==> src/hdl/ecm_pkg.sv <==
// Package with the register map, field layout and codes of the event counter channel.
package ecm_pkg;
  // ==========================================================================
  // Register map (byte addresses, one 32-bit word each).
  localparam logic [7:0] ECM_ADDR_CTRL = 8'h00;
  localparam logic [7:0] ECM_ADDR_COUNT = 8'h04;
  localparam logic [7:0] ECM_ADDR_STATUS = 8'h08;
  // ==========================================================================
  // Control register field positions.
  localparam int ECM_CTRL_START = 0;
  localparam int ECM_CTRL_FREE = 1;
  localparam int ECM_CTRL_DIRPIN = 2;
  localparam int ECM_CTRL_UP = 3;
  localparam int ECM_CTRL_RISE = 4;
  localparam int ECM_CTRL_PULSE = 5;
  localparam int ECM_CTRL_TRG_LO = 6;
  localparam int ECM_CTRL_TRG_HI = 7;
  // Status register field positions.
  localparam int ECM_STAT_FIRST = 0;
  localparam int ECM_STAT_OUT = 1;
  localparam int ECM_STAT_UP = 2;
  // ==========================================================================
  // Trigger select codes; the pin code enables the edge choice.
  localparam logic [1:0] ECM_TRG_PIN = 2'h0;
  localparam logic [1:0] ECM_TRG_B2 = 2'h1;
  localparam logic [1:0] ECM_TRG_PREV = 2'h2;
  localparam logic [1:0] ECM_TRG_NEXT = 2'h3;
  // ==========================================================================
  // Counter limits and reset values.
  localparam logic [15:0] ECM_CNT_MAX = 16'hffff;
  localparam logic [15:0] ECM_CNT_MIN = 16'h0000;
  localparam logic [15:0] ECM_CNT_RESET = 16'h0000;
  localparam logic [7:0] ECM_CTRL_RESET = 8'h00;
endpackage : ecm_pkg

==> src/hdl/ecm_timer.sv <==
// Event counter mode of one 16-bit reloadable timer channel with an APB slave.
`timescale 1ns/100ps
// ============================================================================
// Function
// - Count edges on own event input pin.
// - Count wraps of preceding channel, zero uses four.
// - Count wraps of following channel or companion timer.
// - Trigger select picks pin or timer wrap source.
// - Edge choice applies only with pin code.
// - Direction chosen by software or pin level.
// - Pin low counts down, high counts up.
// - Wrap reloads reload value and keeps counting.
// - Free-run wraps without reloading.
// - Wrap period FFFFh-n+1 up, n+1 down.
// - Start bit one counts, zero stops.
// - Interrupt request on every overflow or underflow.
// - Count register read returns current counter.
// - Write before first event loads reload and counter.
// - Write after first event loads reload only.
// - Pulse output toggles pin at every wrap.
// - Pulse output drives pin low while stopped.
// - Two-phase counting, meant for channels two to four, is not built.
module ecm_timer #(
  parameter int CHANNEL_INDEX = 0 // Position in the ring of five channels.
) (
  input wire logic clk_i,
  input wire logic reset_n_i,
  input wire logic psel_i,
  input wire logic penable_i,
  input wire logic pwrite_i,
  input wire logic [7:0] paddr_i,
  input wire logic [31:0] pwdata_i,
  output logic [31:0] prdata_o,
  output logic pready_o,
  output logic pslverr_o,
  input wire logic event_input_pin_i,
  input wire logic timer_output_pin_i,
  output logic timer_output_pin_o,
  output logic timer_output_pin_oe_o,
  input wire logic prev_wrap_i,
  input wire logic next_wrap_i,
  input wire logic b2_wrap_i,
  output logic wrap_o,
  output logic irq_o
);
  import ecm_pkg::*;

  // Two-phase counting is not built here, so any ring position is served.
  // Positions two to four would carry it; this channel counts single events
  // only, which keeps all five positions alike at the cost of that mode.
  if (CHANNEL_INDEX < 0 || CHANNEL_INDEX > 4) begin : g_bad_index
    $error("CHANNEL_INDEX must lie between 0 and 4.");
  end

  // ==========================================================================
  // Pin synchronisers.
  logic ev_s1; // First stage, read only by ev_s2.
  logic ev_s2; // Settled event pin level.
  logic ev_s3; // Previous settled level for edge detection.
  logic dir_s1; // First stage, read only by dir_s2.
  logic dir_s2; // Settled direction pin level.

  // Both pins are asynchronous to clk_i, hence two flops before any logic.
  always_ff @(posedge clk_i) begin
    if (!reset_n_i) begin
      ev_s1 <= 1'b0;
      ev_s2 <= 1'b0;
      ev_s3 <= 1'b0;
      dir_s1 <= 1'b0;
      dir_s2 <= 1'b0;
    end else begin
      ev_s1 <= event_input_pin_i;
      ev_s2 <= ev_s1;
      ev_s3 <= ev_s2;
      dir_s1 <= timer_output_pin_i;
      dir_s2 <= dir_s1;
    end
  end

  // ==========================================================================
  // Control state.
  logic start; // Channel start bit.
  logic free_run; // Wrap without reload when set.
  logic dir_pin; // Direction taken from the output pin when set.
  logic dir_up_sw; // Software direction, one counts up.
  logic edge_rise; // Pin edge choice, one is rising.
  logic pulse_en; // Pulse output on the output pin.
  logic [1:0] trg_sel; // Trigger select field.
  logic [15:0] reload; // Reload register.
  logic [15:0] cnt; // Counter.
  logic first_seen; // First event taken since start.
  logic out_lvl; // Pulse output level.
  logic next_start;
  logic next_free_run;
  logic next_dir_pin;
  logic next_dir_up_sw;
  logic next_edge_rise;
  logic next_pulse_en;
  logic [1:0] next_trg_sel;
  logic [15:0] next_reload;
  logic [15:0] next_cnt;
  logic next_first_seen;
  logic next_out_lvl;
  logic next_wrap;

  // ==========================================================================
  // APB slave signals.
  logic next_pready;
  logic [31:0] next_prdata;
  logic next_pslverr;
  logic acc_done; // Access completes at this edge.
  logic wr_ctrl; // Write to the control register.
  logic wr_count; // Write to the count register.
  logic addr_ok; // Address maps to a register.

  // ==========================================================================
  // Event selection and direction.
  logic pin_edge; // Chosen edge on the settled event pin.
  logic ev_raw; // Event from the selected source.
  logic step; // One count step this cycle.
  logic dir_up; // Effective direction.
  logic at_limit; // Counter at the wrap limit.
  logic wrap_now; // Overflow or underflow this cycle.

  // The edge choice matters only for the pin code; wraps are already pulses.
  always_comb begin
    pin_edge = edge_rise ? (ev_s2 & ~ev_s3) : (~ev_s2 & ev_s3);
    unique case (trg_sel)
      ECM_TRG_PIN: ev_raw = pin_edge;
      ECM_TRG_B2: ev_raw = b2_wrap_i;
      ECM_TRG_PREV: ev_raw = prev_wrap_i;
      ECM_TRG_NEXT: ev_raw = next_wrap_i;
    endcase
    step = start & ev_raw;
    dir_up = dir_pin ? dir_s2 : dir_up_sw;
    at_limit = dir_up ? (cnt == ECM_CNT_MAX) : (cnt == ECM_CNT_MIN);
    wrap_now = step & at_limit;
  end

  // ==========================================================================
  // APB decode.
  // Zero wait would need combinational read data; one wait state keeps
  // every output straight from a flop.
  always_comb begin
    acc_done = psel_i & penable_i & pready_o;
    addr_ok = (paddr_i == ECM_ADDR_CTRL) | (paddr_i == ECM_ADDR_COUNT)
            | (paddr_i == ECM_ADDR_STATUS);
    wr_ctrl = acc_done & pwrite_i & (paddr_i == ECM_ADDR_CTRL);
    wr_count = acc_done & pwrite_i & (paddr_i == ECM_ADDR_COUNT);
    next_pready = psel_i & penable_i & ~pready_o;
    next_pslverr = psel_i & penable_i & ~pready_o & ~addr_ok;
    next_prdata = 32'h0000_0000;
    if (psel_i && penable_i && !pready_o && !pwrite_i) begin
      if (paddr_i == ECM_ADDR_CTRL) begin
        next_prdata[ECM_CTRL_START] = start;
        next_prdata[ECM_CTRL_FREE] = free_run;
        next_prdata[ECM_CTRL_DIRPIN] = dir_pin;
        next_prdata[ECM_CTRL_UP] = dir_up_sw;
        next_prdata[ECM_CTRL_RISE] = edge_rise;
        next_prdata[ECM_CTRL_PULSE] = pulse_en;
        next_prdata[ECM_CTRL_TRG_HI:ECM_CTRL_TRG_LO] = trg_sel;
      end else if (paddr_i == ECM_ADDR_COUNT) begin
        next_prdata[15:0] = cnt;
      end else if (paddr_i == ECM_ADDR_STATUS) begin
        next_prdata[ECM_STAT_FIRST] = first_seen;
        next_prdata[ECM_STAT_OUT] = out_lvl;
        next_prdata[ECM_STAT_UP] = dir_up;
      end
    end
  end

  // ==========================================================================
  // Next control and counter state.
  always_comb begin
    next_start = start;
    next_free_run = free_run;
    next_dir_pin = dir_pin;
    next_dir_up_sw = dir_up_sw;
    next_edge_rise = edge_rise;
    next_pulse_en = pulse_en;
    next_trg_sel = trg_sel;
    next_reload = reload;
    next_cnt = cnt;
    next_first_seen = first_seen;
    next_out_lvl = out_lvl;
    next_wrap = wrap_now;
    if (wr_ctrl) begin
      next_start = pwdata_i[ECM_CTRL_START];
      next_free_run = pwdata_i[ECM_CTRL_FREE];
      next_dir_pin = pwdata_i[ECM_CTRL_DIRPIN];
      next_dir_up_sw = pwdata_i[ECM_CTRL_UP];
      next_edge_rise = pwdata_i[ECM_CTRL_RISE];
      next_pulse_en = pwdata_i[ECM_CTRL_PULSE];
      next_trg_sel = pwdata_i[ECM_CTRL_TRG_HI:ECM_CTRL_TRG_LO];
    end
    // Counting steps first; a count write may then override the counter.
    if (step) begin
      next_first_seen = 1'b1;
      if (wrap_now) begin
        if (free_run) begin
          next_cnt = dir_up ? ECM_CNT_MIN : ECM_CNT_MAX;
        end else begin
          next_cnt = reload;
        end
      end else begin
        next_cnt = dir_up ? cnt + 16'h0001 : cnt - 16'h0001;
      end
    end
    if (wr_count) begin
      next_reload = pwdata_i[15:0];
      // Before the first event the write also lands in the counter.
      if (!start || !first_seen) begin
        next_cnt = pwdata_i[15:0];
      end
    end
    // A stopped channel forgets its first event, so a restart loads again.
    if (!start) begin
      next_first_seen = 1'b0;
    end
    // Pulse output: low while stopped, inverted at every wrap.
    if (!start) begin
      next_out_lvl = 1'b0;
    end else if (wrap_now && pulse_en) begin
      next_out_lvl = ~out_lvl;
    end
  end

  // ==========================================================================
  // State registers.
  always_ff @(posedge clk_i) begin
    if (!reset_n_i) begin
      start <= ECM_CTRL_RESET[ECM_CTRL_START];
      free_run <= ECM_CTRL_RESET[ECM_CTRL_FREE];
      dir_pin <= ECM_CTRL_RESET[ECM_CTRL_DIRPIN];
      dir_up_sw <= ECM_CTRL_RESET[ECM_CTRL_UP];
      edge_rise <= ECM_CTRL_RESET[ECM_CTRL_RISE];
      pulse_en <= ECM_CTRL_RESET[ECM_CTRL_PULSE];
      trg_sel <= ECM_CTRL_RESET[ECM_CTRL_TRG_HI:ECM_CTRL_TRG_LO];
      reload <= ECM_CNT_RESET;
      cnt <= ECM_CNT_RESET;
      first_seen <= 1'b0;
      out_lvl <= 1'b0;
    end else begin
      start <= next_start;
      free_run <= next_free_run;
      dir_pin <= next_dir_pin;
      dir_up_sw <= next_dir_up_sw;
      edge_rise <= next_edge_rise;
      pulse_en <= next_pulse_en;
      trg_sel <= next_trg_sel;
      reload <= next_reload;
      cnt <= next_cnt;
      first_seen <= next_first_seen;
      out_lvl <= next_out_lvl;
    end
  end

  // ==========================================================================
  // Output registers.
  // The pin is released whenever it serves as the direction input.
  always_ff @(posedge clk_i) begin
    if (!reset_n_i) begin
      prdata_o <= 32'h0000_0000;
      pready_o <= 1'b0;
      pslverr_o <= 1'b0;
      timer_output_pin_o <= 1'b0;
      timer_output_pin_oe_o <= 1'b0;
      wrap_o <= 1'b0;
      irq_o <= 1'b0;
    end else begin
      prdata_o <= next_prdata;
      pready_o <= next_pready;
      pslverr_o <= next_pslverr;
      timer_output_pin_o <= next_out_lvl;
      timer_output_pin_oe_o <= next_pulse_en & ~next_dir_pin;
      wrap_o <= next_wrap;
      irq_o <= next_wrap;
    end
  end
endmodule : ecm_timer

==> config.mk <==
export PLATFORM = sky130hd
export DESIGN_NAME = ecm_timer
export DESIGN_NICKNAME = d
export VERILOG_FILES = /design/src/hdl/ecm_pkg.sv /design/src/hdl/ecm_timer.sv
export SDC_FILE = /design/constraint.sdc
export NUM_CORES = 1
export LEC_CHECK = 0
export ABC_CLOCK_PERIOD_IN_PS = 7100
export BUFFER_PORTS_ARGS = -buffer_cell sky130_fd_sc_hd__buf_2
export CAP_MARGIN = 0
export CORE_MARGIN = 2
export CORE_UTILIZATION = 59
export DETAILED_ROUTE_END_ITERATION = 12
export GPL_ROUTABILITY_DRIVEN = 0
export PLACE_DENSITY = 0.95
export SYNTH_ARGS = -nofsm -noshare
export SYNTH_HDL_FRONTEND = slang
export SYNTH_SLANG_ARGS = --single-unit
==> constraint.sdc <==
create_clock -name clk_i -period 7.1 [get_ports clk_i]
set_input_delay 2.13 -clock clk_i [delete_from_list [all_inputs] [get_ports clk_i]]
set_output_delay 2.13 -clock clk_i [all_outputs]
set_load 0.02 [all_outputs]
=== Word-level counts from Yosys, hierarchy flattened ===
Index checks and enable logic that the tools add are counted.

* Equal/unequal tests: 6
* Reduce and logical (&&, ||, !) cells: 15
* Mux-type cells: 17
* $add $sub $neg: 2
* Bitwise gates (word level): 23

{| class="wikitable"
|+ Operators with widths
! cell !! count
|-
| $mux W16 || 7
|-
| $add A16 B1 Y16 const B || 1
|-
| $eq A16 B16 Y1 const B || 1
|-
| $logic_not A16 Y1 || 1
|-
| $sub A16 B1 Y16 const B || 1
|-
| $mux W13 || 1
|-
| $and A1 B1 Y1 || 12
|-
| $not A1 Y1 || 9
|-
| $eq A8 B3 Y1 const B || 1
|-
| $eq A8 B4 Y1 const B || 1
|-
| $logic_not A8 Y1 || 1
|-
| $mux W8 || 1
|-
| $mux W3 || 2
|-
| $mux W1 || 5
|-
| $eq A2 B2 Y1 const B || 2
|-
| $logic_and A1 B1 Y1 || 4
|-
| $logic_not A1 Y1 || 4
|-
| $pmux W1 S4 || 1
|-
| $reduce_and A2 Y1 || 2
|-
| $reduce_or A4 Y1 || 1
|-
| $eq A2 B1 Y1 const B || 1
|-
| $logic_not A2 Y1 || 1
|-
| $or A1 B1 Y1 || 2
|-
| $logic_or A1 B1 Y1 || 1
|}

* Output and inout port bits: 38
* Flip-flop bits (word level): 83

=== Longest topological paths before layout ===
Gate-level depths: netlist of the first run.

* Word-level depth: 10
* Mapped depth: 9
* Mapped depth without buffers: 9

=== Least setup slack after synthesis of the first run ===
No wires, ideal clock.

* Kind: input-to-reg
* Start: input paddr_i[7]
* End: register timer_output_pin_oe_o
* Arrival time: 4.026 ns
* Path buffers: 1
* Setup slack: 3.004 ns
* Stages on the path: 6
* Cell sequence: or4_4 > or2_4 > or4_4 > buf_6 > or3b_1 > a21boi_1

* Longest elaborated chain between the ends: 5
* Elaborated cells between the ends (all ways): 6
* Those cells by class: 2 x mux; 3 x bitwise; 1 x reduce/logical

{| class="wikitable"
|+ RTL lines
! element !! RTL line !! source
|-
| start: declaration || ecm_timer.sv:31 || <nowiki>input wire logic [7:0] paddr_i,</nowiki>
|-
| $logic_not A8 Y1 (*) || ecm_timer.sv:148 || <nowiki>wr_ctrl = acc_done & pwrite_i & (paddr_i == ECM_ADDR_CTRL);</nowiki>
|-
| $and A1 B1 Y1 (*) || ecm_timer.sv:148 ||
|-
| $mux W1 || ecm_timer.sv:187 || <nowiki>if (wr_ctrl) begin</nowiki>
|-
| $not A1 Y1 || ecm_timer.sv:275 || <nowiki>timer_output_pin_oe_o <= next_pulse_en & ~next_dir_pin;</nowiki>
|-
| $and A1 B1 Y1 (*) || ecm_timer.sv:275 ||
|-
| end signal: assignment || ecm_timer.sv:275 ||
|-
| end: declaration || ecm_timer.sv:39 || <nowiki>output logic timer_output_pin_oe_o,</nowiki>
|}

Mark *: on every way between the ends. The rest lies on a longest branch, timed or not.
A chain may end at the register's enable or synchronous reset.

=== Final worst setup path of the first run ===
* Start: input paddr_i[7]
* End: register cnt[1]

* Longest elaborated chain between the ends: 3

{| class="wikitable"
|+ RTL lines
! element !! RTL line !! source
|-
| $eq A8 B3 Y1 || ecm_timer.sv:149 || <nowiki>wr_count = acc_done & pwrite_i & (paddr_i == ECM_ADDR_COUNT);</nowiki>
|-
| $and A1 B1 Y1 || ecm_timer.sv:149 ||
|-
| $mux W16 || ecm_timer.sv:209 || <nowiki>if (wr_count) begin</nowiki>
|-
| end signal: assignment || ecm_timer.sv:252 || <nowiki>cnt <= next_cnt;</nowiki>
|-
| end: declaration || ecm_timer.sv:90 || <nowiki>logic [15:0] cnt;</nowiki>
|}

Every way passes these cells.

==> results.json, run 1 <==
{
  "routedWlPerCell_um": 17.92,
  "ys_types": 58,
  "finalSetupTns_ps": 0,
  "cts_setup_buffers": 0,
  "rsz0062_at_grt": "false",
  "cp-end-kind": "flip-flop",
  "vdd_ir_drop_max_v": 0.0001361,
  "setup_viol": 0,
  "routed-via-count": 3796,
  "yosysWarnings": 0,
  "hold_ws_ps": 438.2,
  "post_cts_resized": 0,
  "core_area_um2": 6350,
  "clkTransAtPathRegs_ps": 70,
  "critPathKind": "in2reg",
  "track_usage_pct": 29.62,
  "syn_avg_cell_area_um2": 8.329,
  "dieArea_um2": 7199,
  "cts_buffer_depth": 2,
  "dominantRegCellSynth": "dfxtp_1",
  "cts_buffers": 9,
  "flow.area_growth_from_synthesis_pct": 12.52,
  "clockPowerShare_pct": 49.9,
  "cts_tree": "built",
  "route.detailed.drc": 0,
  "cts-root-buf": "clkbuf_8",
  "drv_cap": 0,
  "cts_hold_buffers": 0,
  "die_w_um": 84.85,
  "synth_edf_count": 0,
  "fin_worst_skew_ps": 10.63,
  "cp_top_family": "simple AND/OR/NAND/NOR gates",
  "gr-total-overflow": 0,
  "nets": 574,
  "die_height_um": 84.85,
  "yosysSeqAreaShare_pct": 34.78,
  "design.portCount": 88,
  "relSlewSlack_pct": 18.26,
  "period_needed_ps": 4498,
  "cp_max_fo": 30,
  "critPathRequiredTime_ps": 7400,
  "period_share_pct": 63.35,
  "grt_start_max_net_pins": 53,
  "p_leak_nw": 1.922,
  "antenna_found_initial": 0,
  "min_path_type": "reg2reg",
  "maxSlewViolCount": 0,
  "worstPathCellList": "buf_2 > or4_4 > or4_1 > a21oi_2 > nor2_1 > nand2_1 > o221a_2",
  "diodes": 0,
  "clock_sinks": 67,
  "cp.arrival_ps": 4800,
  "wirelength_um": 10560,
  "finalHoldViolCount": 0,
  "htree_levels": 3,
  "max_freq_mhz": 222.3,
  "drt_iter0_drc": 453,
  "placed_cell_area_um2": 4079,
  "worst-path-buf-inv": 1,
  "firstDrtPassIters": 6,
  "ys_async_sr_fraction_pct": 0,
  "ant_nets": 0,
  "clk_latency_ps": 360,
  "intPower_mw": 0.6522,
  "status": "completed",
  "pwr-share-comb_pct": 4.6,
  "start_util_pct": 60.73,
  "switching_share_pct": 21.47,
  "rrSetupSlack_ps": 4160,
  "startpoint_type": "input port",
  "synth-seq-cells": 67,
  "fp-row-count": 29,
  "grt_pass1_wl_um": 17020,
  "critPathMaxStageDelay_ps": 940,
  "postSynthCellCount": 463,
  "detailed_place_hpwl_um": 7437,
  "numPortBuffers": 55,
  "p_sw_mw": 0.1783,
  "drive_above_1_share_pct": 16.60,
  "via_per_inst": 6.445,
  "grt_pass1_vias": 3594,
  "seq_power_share_pct": 45.5,
  "finalInstanceArea_um2": 4339,
  "power_density_nw_per_um2": 191.4,
  "worst_pin_slew_ps": 1215,
  "critPathSlowestCell": "or4_1",
  "syn_area_um2": 3856
}
[cells in the final DEF, fill, tap and decap left out, types with 10 or more instances in the layout]
cell and count:
nor2_1 20, a21boi_0 16, nor2b_1 11, xnor2_1 12, ha_1 16, nand2_1 62
a211oi_1 13, conb_1 16, dfxtp_1 67, mux2i_1 19, a21oi_1 29, and3_1 11
inv_1 10, buf_2 55, clkbuf_8 12, o21ai_0 34
[through the flow]
step                      utilization (%)  std cells  total power, mW  setup WS [ps]
after floorplan                         -        478           0.4152           3004
after global placement              64.24        573           0.4220           2345
after detailed placement            64.24        573           0.4234           2302
after CTS                           68.34        589           0.8276           2623
after global routing                68.34        589           0.8487           2519
final                               68.34        589           0.8304           2602
[kinds of logic (layout without fill, tap and decap cells)]
group / after synthesis / count (layout) / synth area share (%)
xor+xnor: 14 / 14 / 3.180
other cells: 1 / 16 / 0.09725
mux: 20 / 20 / 5.224
buf+inv: 50 / 84 / 6.781
simple gates: 160 / 160 / 21.51
fa+ha+maj: 17 / 17 / 5.711
compound gates: 134 / 134 / 22.71
flops: 67 / 67 / 34.78
[registers in the layout, indices dropped and copies added, names as in the netlist, 2 cells and up]
register / cells
cnt: 16
prdata_o: 16
reload: 16
trg_sel: 2
[power by group through the flow]
stage          clock network, mW  registers (mW)  logic [mW]
6_report                   0.415           0.378      0.0380
3_3_place_gp                   0           0.386      0.0355
2_1_floorplan                  0           0.387      0.0282
5_1_grt                    0.430           0.378      0.0409
3_5_place_dp                   0           0.387      0.0368
4_1_cts                    0.412           0.378      0.0372
[path summary, 6_finish.rpt]
kind | cells after the start | from | endpoint
hold reg to reg | 1 | ev_s1$_SDFF_PN0_ | ev_s2$_SDFF_PN0_
setup / recovery | 7 | paddr_i[7] | cnt[1]$_SDFF_PN0_
hold / removal | 1 | ev_s1$_SDFF_PN0_ | ev_s2$_SDFF_PN0_
setup reg to reg | 9 | dir_pin$_SDFF_PN0_ | cnt[13]$_SDFF_PN0_
[metal layers]
layer / up-vias / wire length (µm) / part of all wire (%) / track usage, %
li1: 1732 / - / - / -
met1: 1736 / 4028 / 38 / 35.25
met2: 251 / 4986 / 47 / 48.53
met3: 77 / 975 / 9.2 / 5.837
met4: 0 / 565 / 5.4 / 19.62
met5: - / 0 / 0 / 0
[synthesized netlist by cell type (all sizes together) (4+ instances only)]
library cell | number | area share (%)
dfxtp | 67 | 35
nand2 | 62 | 6.0
o21ai | 34 | 4.4
a21oi | 30 | 4.0
buf | 20 | 3.9
nor2 | 20 | 1.9
clkbuf | 19 | 1.8
mux2i | 19 | 4.9
a21boi | 17 | 3.3
ha | 16 | 5.2
a211oi | 13 | 2.5
xnor2 | 12 | 2.7
and3 | 11 | 1.8
inv | 11 | 1.1
nor2b | 11 | 1.8
nand3 | 8 | 1.0
nand4 | 7 | 1.1
nor3 | 7 | 0.91
a21o | 6 | 1.2
and2 | 6 | 0.97
nor4 | 6 | 1.4
or4 | 5 | 1.2
a211o | 4 | 0.91
nand2b | 4 | 0.65
o211ai | 4 | 0.78
[layout make-up]
cell class	instances	area, µm²
Clock buffer	12	165.2
Sequential cell	67	1341
Fill cell	444	2011
Timing Repair Buffer	57	290.3
Multi-Input combinational cell	361	2310
Tap cell	77	96.34
Inverter	11	41.29
Clock inverter	4	95.09
(Power assumes the default switching activity.)
==> run 2, diff against run 1 <==
ABC_CLOCK_PERIOD_IN_PS = 4500   (was 7100)
CORE_UTILIZATION = 54   (was 59)
PLACE_DENSITY = 0.92   (was 0.95)
clock period = 4.5 ns   (was 7.1 ns; I/O delays follow)
==> run 2 against run 1 <==
Effect of this change: sequential power up 58%; die area rose by 8.8%; clock power rose by 8.0%; clock-buffer cell count unchanged; highest routed layer unchanged; critical endpoint unchanged.
==> results.json, run 2 (synthesized netlist as in run 1, its figures left out) <==
{
  "ant_nets": 0,
  "start_util_pct": 56.14,
  "finalSetupTns_ps": 0,
  "routed-via-count": 3723,
  "grt_start_max_net_pins": 38,
  "status": "completed",
  "nets": 579,
  "worst_pin_slew_ps": 889.5,
  "most-common-layout-cells": "dfxtp_1, nand2_1, buf_2",
  "critPathKind": "in2reg",
  "detailed_place_hpwl_um": 7213,
  "firstDrtPassIters": 8,
  "top_regs": "cnt x16, prdata_o x16, reload x16",
  "relSlewSlack_pct": 39.00,
  "rsz0062_at_grt": "false",
  "period_needed_ps": 3319,
  "finalHoldViolCount": 0,
  "period_share_pct": 73.77,
  "critPathRequiredTime_ps": 4800,
  "numPortBuffers": 55,
  "fin_ws_ps": 1181,
  "clock_sinks": 67,
  "design.portCount": 88,
  "drt_iter0_drc": 380,
  "nFillCells": 544,
  "min_path_type": "reg2reg",
  "p_total_mw": 1.103,
  "utilization_pct": 62.77,
  "flow.area_growth_from_synthesis_pct": 11.81,
  "wirelength_um": 10170,
  "placed_cell_area_um2": 4140,
  "die_height_um": 88.51,
  "cts_setup_buffers": 0,
  "cts_hold_buffers": 0,
  "clkTransAtPathRegs_ps": 70,
  "route.detailed.drc": 0,
  "p_leak_nw": 1.899,
  "vdd_ir_drop_max_v": 0.0001887,
  "dpl.cell_count": 597,
  "dp_slack_ps": 855.8,
  "routedWlPerCell_um": 16.59,
  "track_usage_pct": 27.67,
  "via_per_inst": 6.073,
  "antenna_found_initial": 0,
  "rrSetupSlack_ps": 1540,
  "gr-total-overflow": 0,
  "max_freq_mhz": 301.3,
  "cts_buffer_depth": 2,
  "die_w_um": 88.51,
  "fp-row-count": 30,
  "grt_pass1_vias": 3504,
  "layout_commonest_cell": "dfxtp_1",
  "grt_pass1_wl_um": 16680,
  "clk_latency_ps": 360,
  "startpoint_type": "input port",
  "cts_buffers": 9,
  "ff_latch_area_um2": 1341,
  "hold_ws_ps": 433.6,
  "cts_tree": "built",
  "power_density_nw_per_um2": 255.9,
  "core_area_um2": 6869,
  "cts-root-buf": "clkbuf_8",
  "htree_levels": 3,
  "cp.arrival_ps": 3620,
  "post_cts_resized": 0,
  "maxSlewViolCount": 0,
  "cp_max_fo": 30,
  "drive_above_1_share_pct": 17.02,
  "diodes": 0,
  "finalInstanceArea_um2": 4312,
  "cp-end-kind": "flip-flop",
  "finalNonFillerCells": 613,
  "dieArea_um2": 7833,
  "drv_cap": 0,
  "multi_input_area_um2": 2310,
  "setup_viol": 0,
  "fin_worst_skew_ps": 7.591
}
run 2: cell count changes in the layout (fill, tap and decap cells not counted):
cell	change
buf_4	+5
bufinv_16	-3
clkbuf_1	+2
clkbuf_8	-2
clkinv_2	+1
clkinv_4	+1
clkinvlp_4	+1
run 2: final timing paths:
check,from,endpoint,cells after the start
setup / recovery,paddr_i[7],cnt[1]$_SDFF_PN0_,8
hold / removal,dir_s1$_SDFF_PN0_,dir_s2$_SDFF_PN0_,1
setup reg to reg,dir_pin$_SDFF_PN0_,cnt[13]$_SDFF_PN0_,9
hold reg to reg,dir_s1$_SDFF_PN0_,dir_s2$_SDFF_PN0_,1
run 2: area by class of cell:
cell class / instances / share of cell area, %
multi-input combinational: 361 / 53.57
sequential: 67 / 31.11
timing repair buffer: 62 / 7.603
clock buffer: 12 / 3.366
tap: 96 / 2.786
inverter: 11 / 0.9576
clock inverter: 4 / 0.6094
run 2: report_power, final:
group          internal, mW  total, mW  switching [mW]
sequential            0.595      0.596         0.00106
clock                 0.214      0.448           0.234
combinational        0.0215     0.0592          0.0377
total                 0.831       1.10           0.272
run 2: worst max-delay path, cell delays in order:
cell	delay, ps
buf_2	100
or4_4	550
or4_1	530
buf_4	240
a21oi_2	360
nor2_1	140
nand2_1	140
o221a_2	200
run 2: metal layers:
metal / global-route usage [%] / up-vias / part of all wire, %
met2: 45.11 / 230 / 48
met3: 5.410 / 46 / 9.2
met1: 34.14 / 1698 / 39
li1: - / 1749 / -
met5: 0 / - / 0
met4: 15.84 / 0 / 3.6
==> run 3, diff against run 2 <==
ABC_CLOCK_PERIOD_IN_PS = 3000   (was 4500)
CORE_UTILIZATION = 49   (was 54)
PLACE_DENSITY = 0.88   (was 0.92)
clock period = 3 ns   (was 4.5 ns; I/O delays follow)
==> run 3 against run 2 <==
Effect of this change: die area grew 9.7%; first-iteration DRC count shrank 6.1%; combinational power grew 53%; non-clock buffer count grew 6; sequential power grew 50%; largest cell class unchanged; sequential share of layout area shrank 0.55 points.
==> results.json, run 3 (synthesized netlist as in run 1, its figures left out) <==
{
  "finalInstanceArea_um2": 4389,
  "cts_tree": "built",
  "clkTransAtPathRegs_ps": 90,
  "track_usage_pct": 24.19,
  "clk_latency_ps": 360,
  "worst_pin_slew_ps": 541.7,
  "fin_worst_skew_ps": 12.31,
  "setup_viol": 0,
  "routedWlPerCell_um": 16.02,
  "relSlewSlack_pct": 63.88,
  "ff_latch_area_um2": 1341,
  "critPathSlowestCell": "dfxtp_1",
  "startpoint_type": "flip-flop",
  "htree_levels": 3,
  "grt_pass1_vias": 3535,
  "most-common-layout-cells": "dfxtp_1, nand2_1, buf_2",
  "fin_ws_ps": 116.4,
  "vdd_ir_drop_max_v": 0.0002095,
  "period_share_pct": 96.12,
  "routed-via-count": 3692,
  "nets": 585,
  "period_needed_ps": 2884,
  "clock_sinks": 67,
  "critPathRequiredTime_ps": 3240,
  "finalHoldViolCount": 0,
  "pwr-share-comb_pct": 5.4,
  "die_height_um": 92.71,
  "antenna_found_initial": 0,
  "status": "completed",
  "design.portCount": 88,
  "top_regs": "cnt x16, prdata_o x16, reload x16",
  "min_from": "dir_s1$_SDFF_PN0_",
  "rsz0062_at_grt": "false",
  "switching_share_pct": 26.53,
  "placed_cell_area_um2": 4197,
  "grt_pass1_wl_um": 16480,
  "cts_buffers": 9,
  "multi_input_area_um2": 2320,
  "cts_setup_buffers": 0,
  "drt_iter0_drc": 357,
  "p_leak_nw": 1.932,
  "route.detailed.drc": 0,
  "cts_hold_buffers": 0,
  "dpl.cell_count": 609,
  "ant_nets": 0,
  "clockPowerShare_pct": 41.5,
  "critPathMaxStageDelay_ps": 420,
  "max_freq_mhz": 346.8,
  "gr-total-overflow": 0,
  "dieArea_um2": 8595,
  "diodes": 0,
  "die_w_um": 92.71,
  "drive_above_1_share_pct": 18.74,
  "core_area_um2": 7687,
  "cp-end-kind": "flip-flop",
  "seq_power_share_pct": 53.1,
  "cts-root-buf": "clkbuf_8",
  "cp.arrival_ps": 3130,
  "via_per_inst": 5.907,
  "intPower_mw": 1.236,
  "detailed_place_hpwl_um": 7342,
  "numPortBuffers": 55,
  "dp_slack_ps": 31.98,
  "hold_depth": 1,
  "fp-row-count": 32,
  "wirelength_um": 10010,
  "drv_cap": 0,
  "maxSlewViolCount": 0,
  "cp_max_fo": 20,
  "power_density_nw_per_um2": 383.3,
  "finalSetupTns_ps": 0,
  "flow.area_growth_from_synthesis_pct": 13.82,
  "worstReg2RegStart": "dir_pin$_SDFF_PN0_",
  "grt_start_max_net_pins": 34,
  "post_cts_resized": 0,
  "start_util_pct": 50.16,
  "cts_buffer_depth": 2,
  "crit_top_cell": "a211oi_1",
  "nFillCells": 663,
  "layout_commonest_cell": "dfxtp_1",
  "min_path_type": "reg2reg",
  "finalNonFillerCells": 625,
  "utilization_pct": 57.10,
  "worstPathCellList": "mux2i_2 > buf_6 > inv_2 > fa_1 > nand2b_1 > a21o_1 > a211oi_1 > o21ai_0 > a211oi_1 > nor3_1",
  "firstDrtPassIters": 5,
  "reg2regPathDepth": 10,
  "cp-startpoint": "dir_pin$_SDFF_PN0_",
  "critPathKind": "reg2reg",
  "p_sw_mw": 0.4463
}
-- run 3: cell types whose count changed in the layout (fill, tap and decap cells not counted) --
cell        change
mux2i_1         -1
clkinv_2        -2
clkinv_4        +1
inv_6           +3
buf_6           +1
clkbuf_1        -2
o22ai_1         -1
clkbuf_8        -1
clkinvlp_4      +1
mux2i_2         +1
buf_4           +5
o22ai_2         +1
-- run 3: critical path: cells and delay by family (launching register included) --
kind	cells	cell delay [ps]
AOI/OAI and AO/OA	4	1010
buffers and inverters	2	380
muxes	1	250
DFF	1	420
and+or+nand+nor	2	290
adders and majority gates	1	420
-- run 3: power groups by stage --
stage | Clock [mW] | Sequential, mW | Combinational, mW
2_1_floorplan | 0 | 0.916 | 0.0668
3_3_place_gp | 0 | 0.915 | 0.0870
3_5_place_dp | 0 | 0.915 | 0.0885
4_1_cts | 0.703 | 0.894 | 0.0891
5_1_grt | 0.740 | 0.894 | 0.0977
6_report | 0.698 | 0.894 | 0.0904
-- run 3: path summary, 6_finish.rpt --
path / slack (ps) / end
setup / recovery: 120 / cnt[14]$_SDFF_PN0_
hold reg to reg: 450 / dir_s2$_SDFF_PN0_
hold / removal: 450 / dir_s2$_SDFF_PN0_
setup reg to reg: 120 / cnt[14]$_SDFF_PN0_
-- run 3: stage by stage --
stage	hold slack (ps)	power, mW
after floorplan	411.9	0.9828
after global placement	419.6	1.002
after detailed placement	432.0	1.004
after CTS	452.4	1.686
after global routing	466.3	1.732
final	446.5	1.682
-- run 3: area by class of cell --
cell class | count | area share [%]
Multi-Input combinational cell | 361 | 52.85
Sequential cell | 67 | 30.56
Timing Repair Buffer | 68 | 8.580
Tap cell | 102 | 2.908
Clock buffer | 9 | 2.822
Clock inverter | 7 | 1.340
Inverter | 11 | 0.9407
-- run 3: routing by layer --
layer / GRT usage (%) / vias up / part of all wire, %
met5: 0 / - / 0
met4: 10.66 / 0 / 2.9
met3: 5.370 / 34 / 6.9
met2: 40.15 / 179 / 49
met1: 30.18 / 1713 / 41
li1: - / 1766 / -
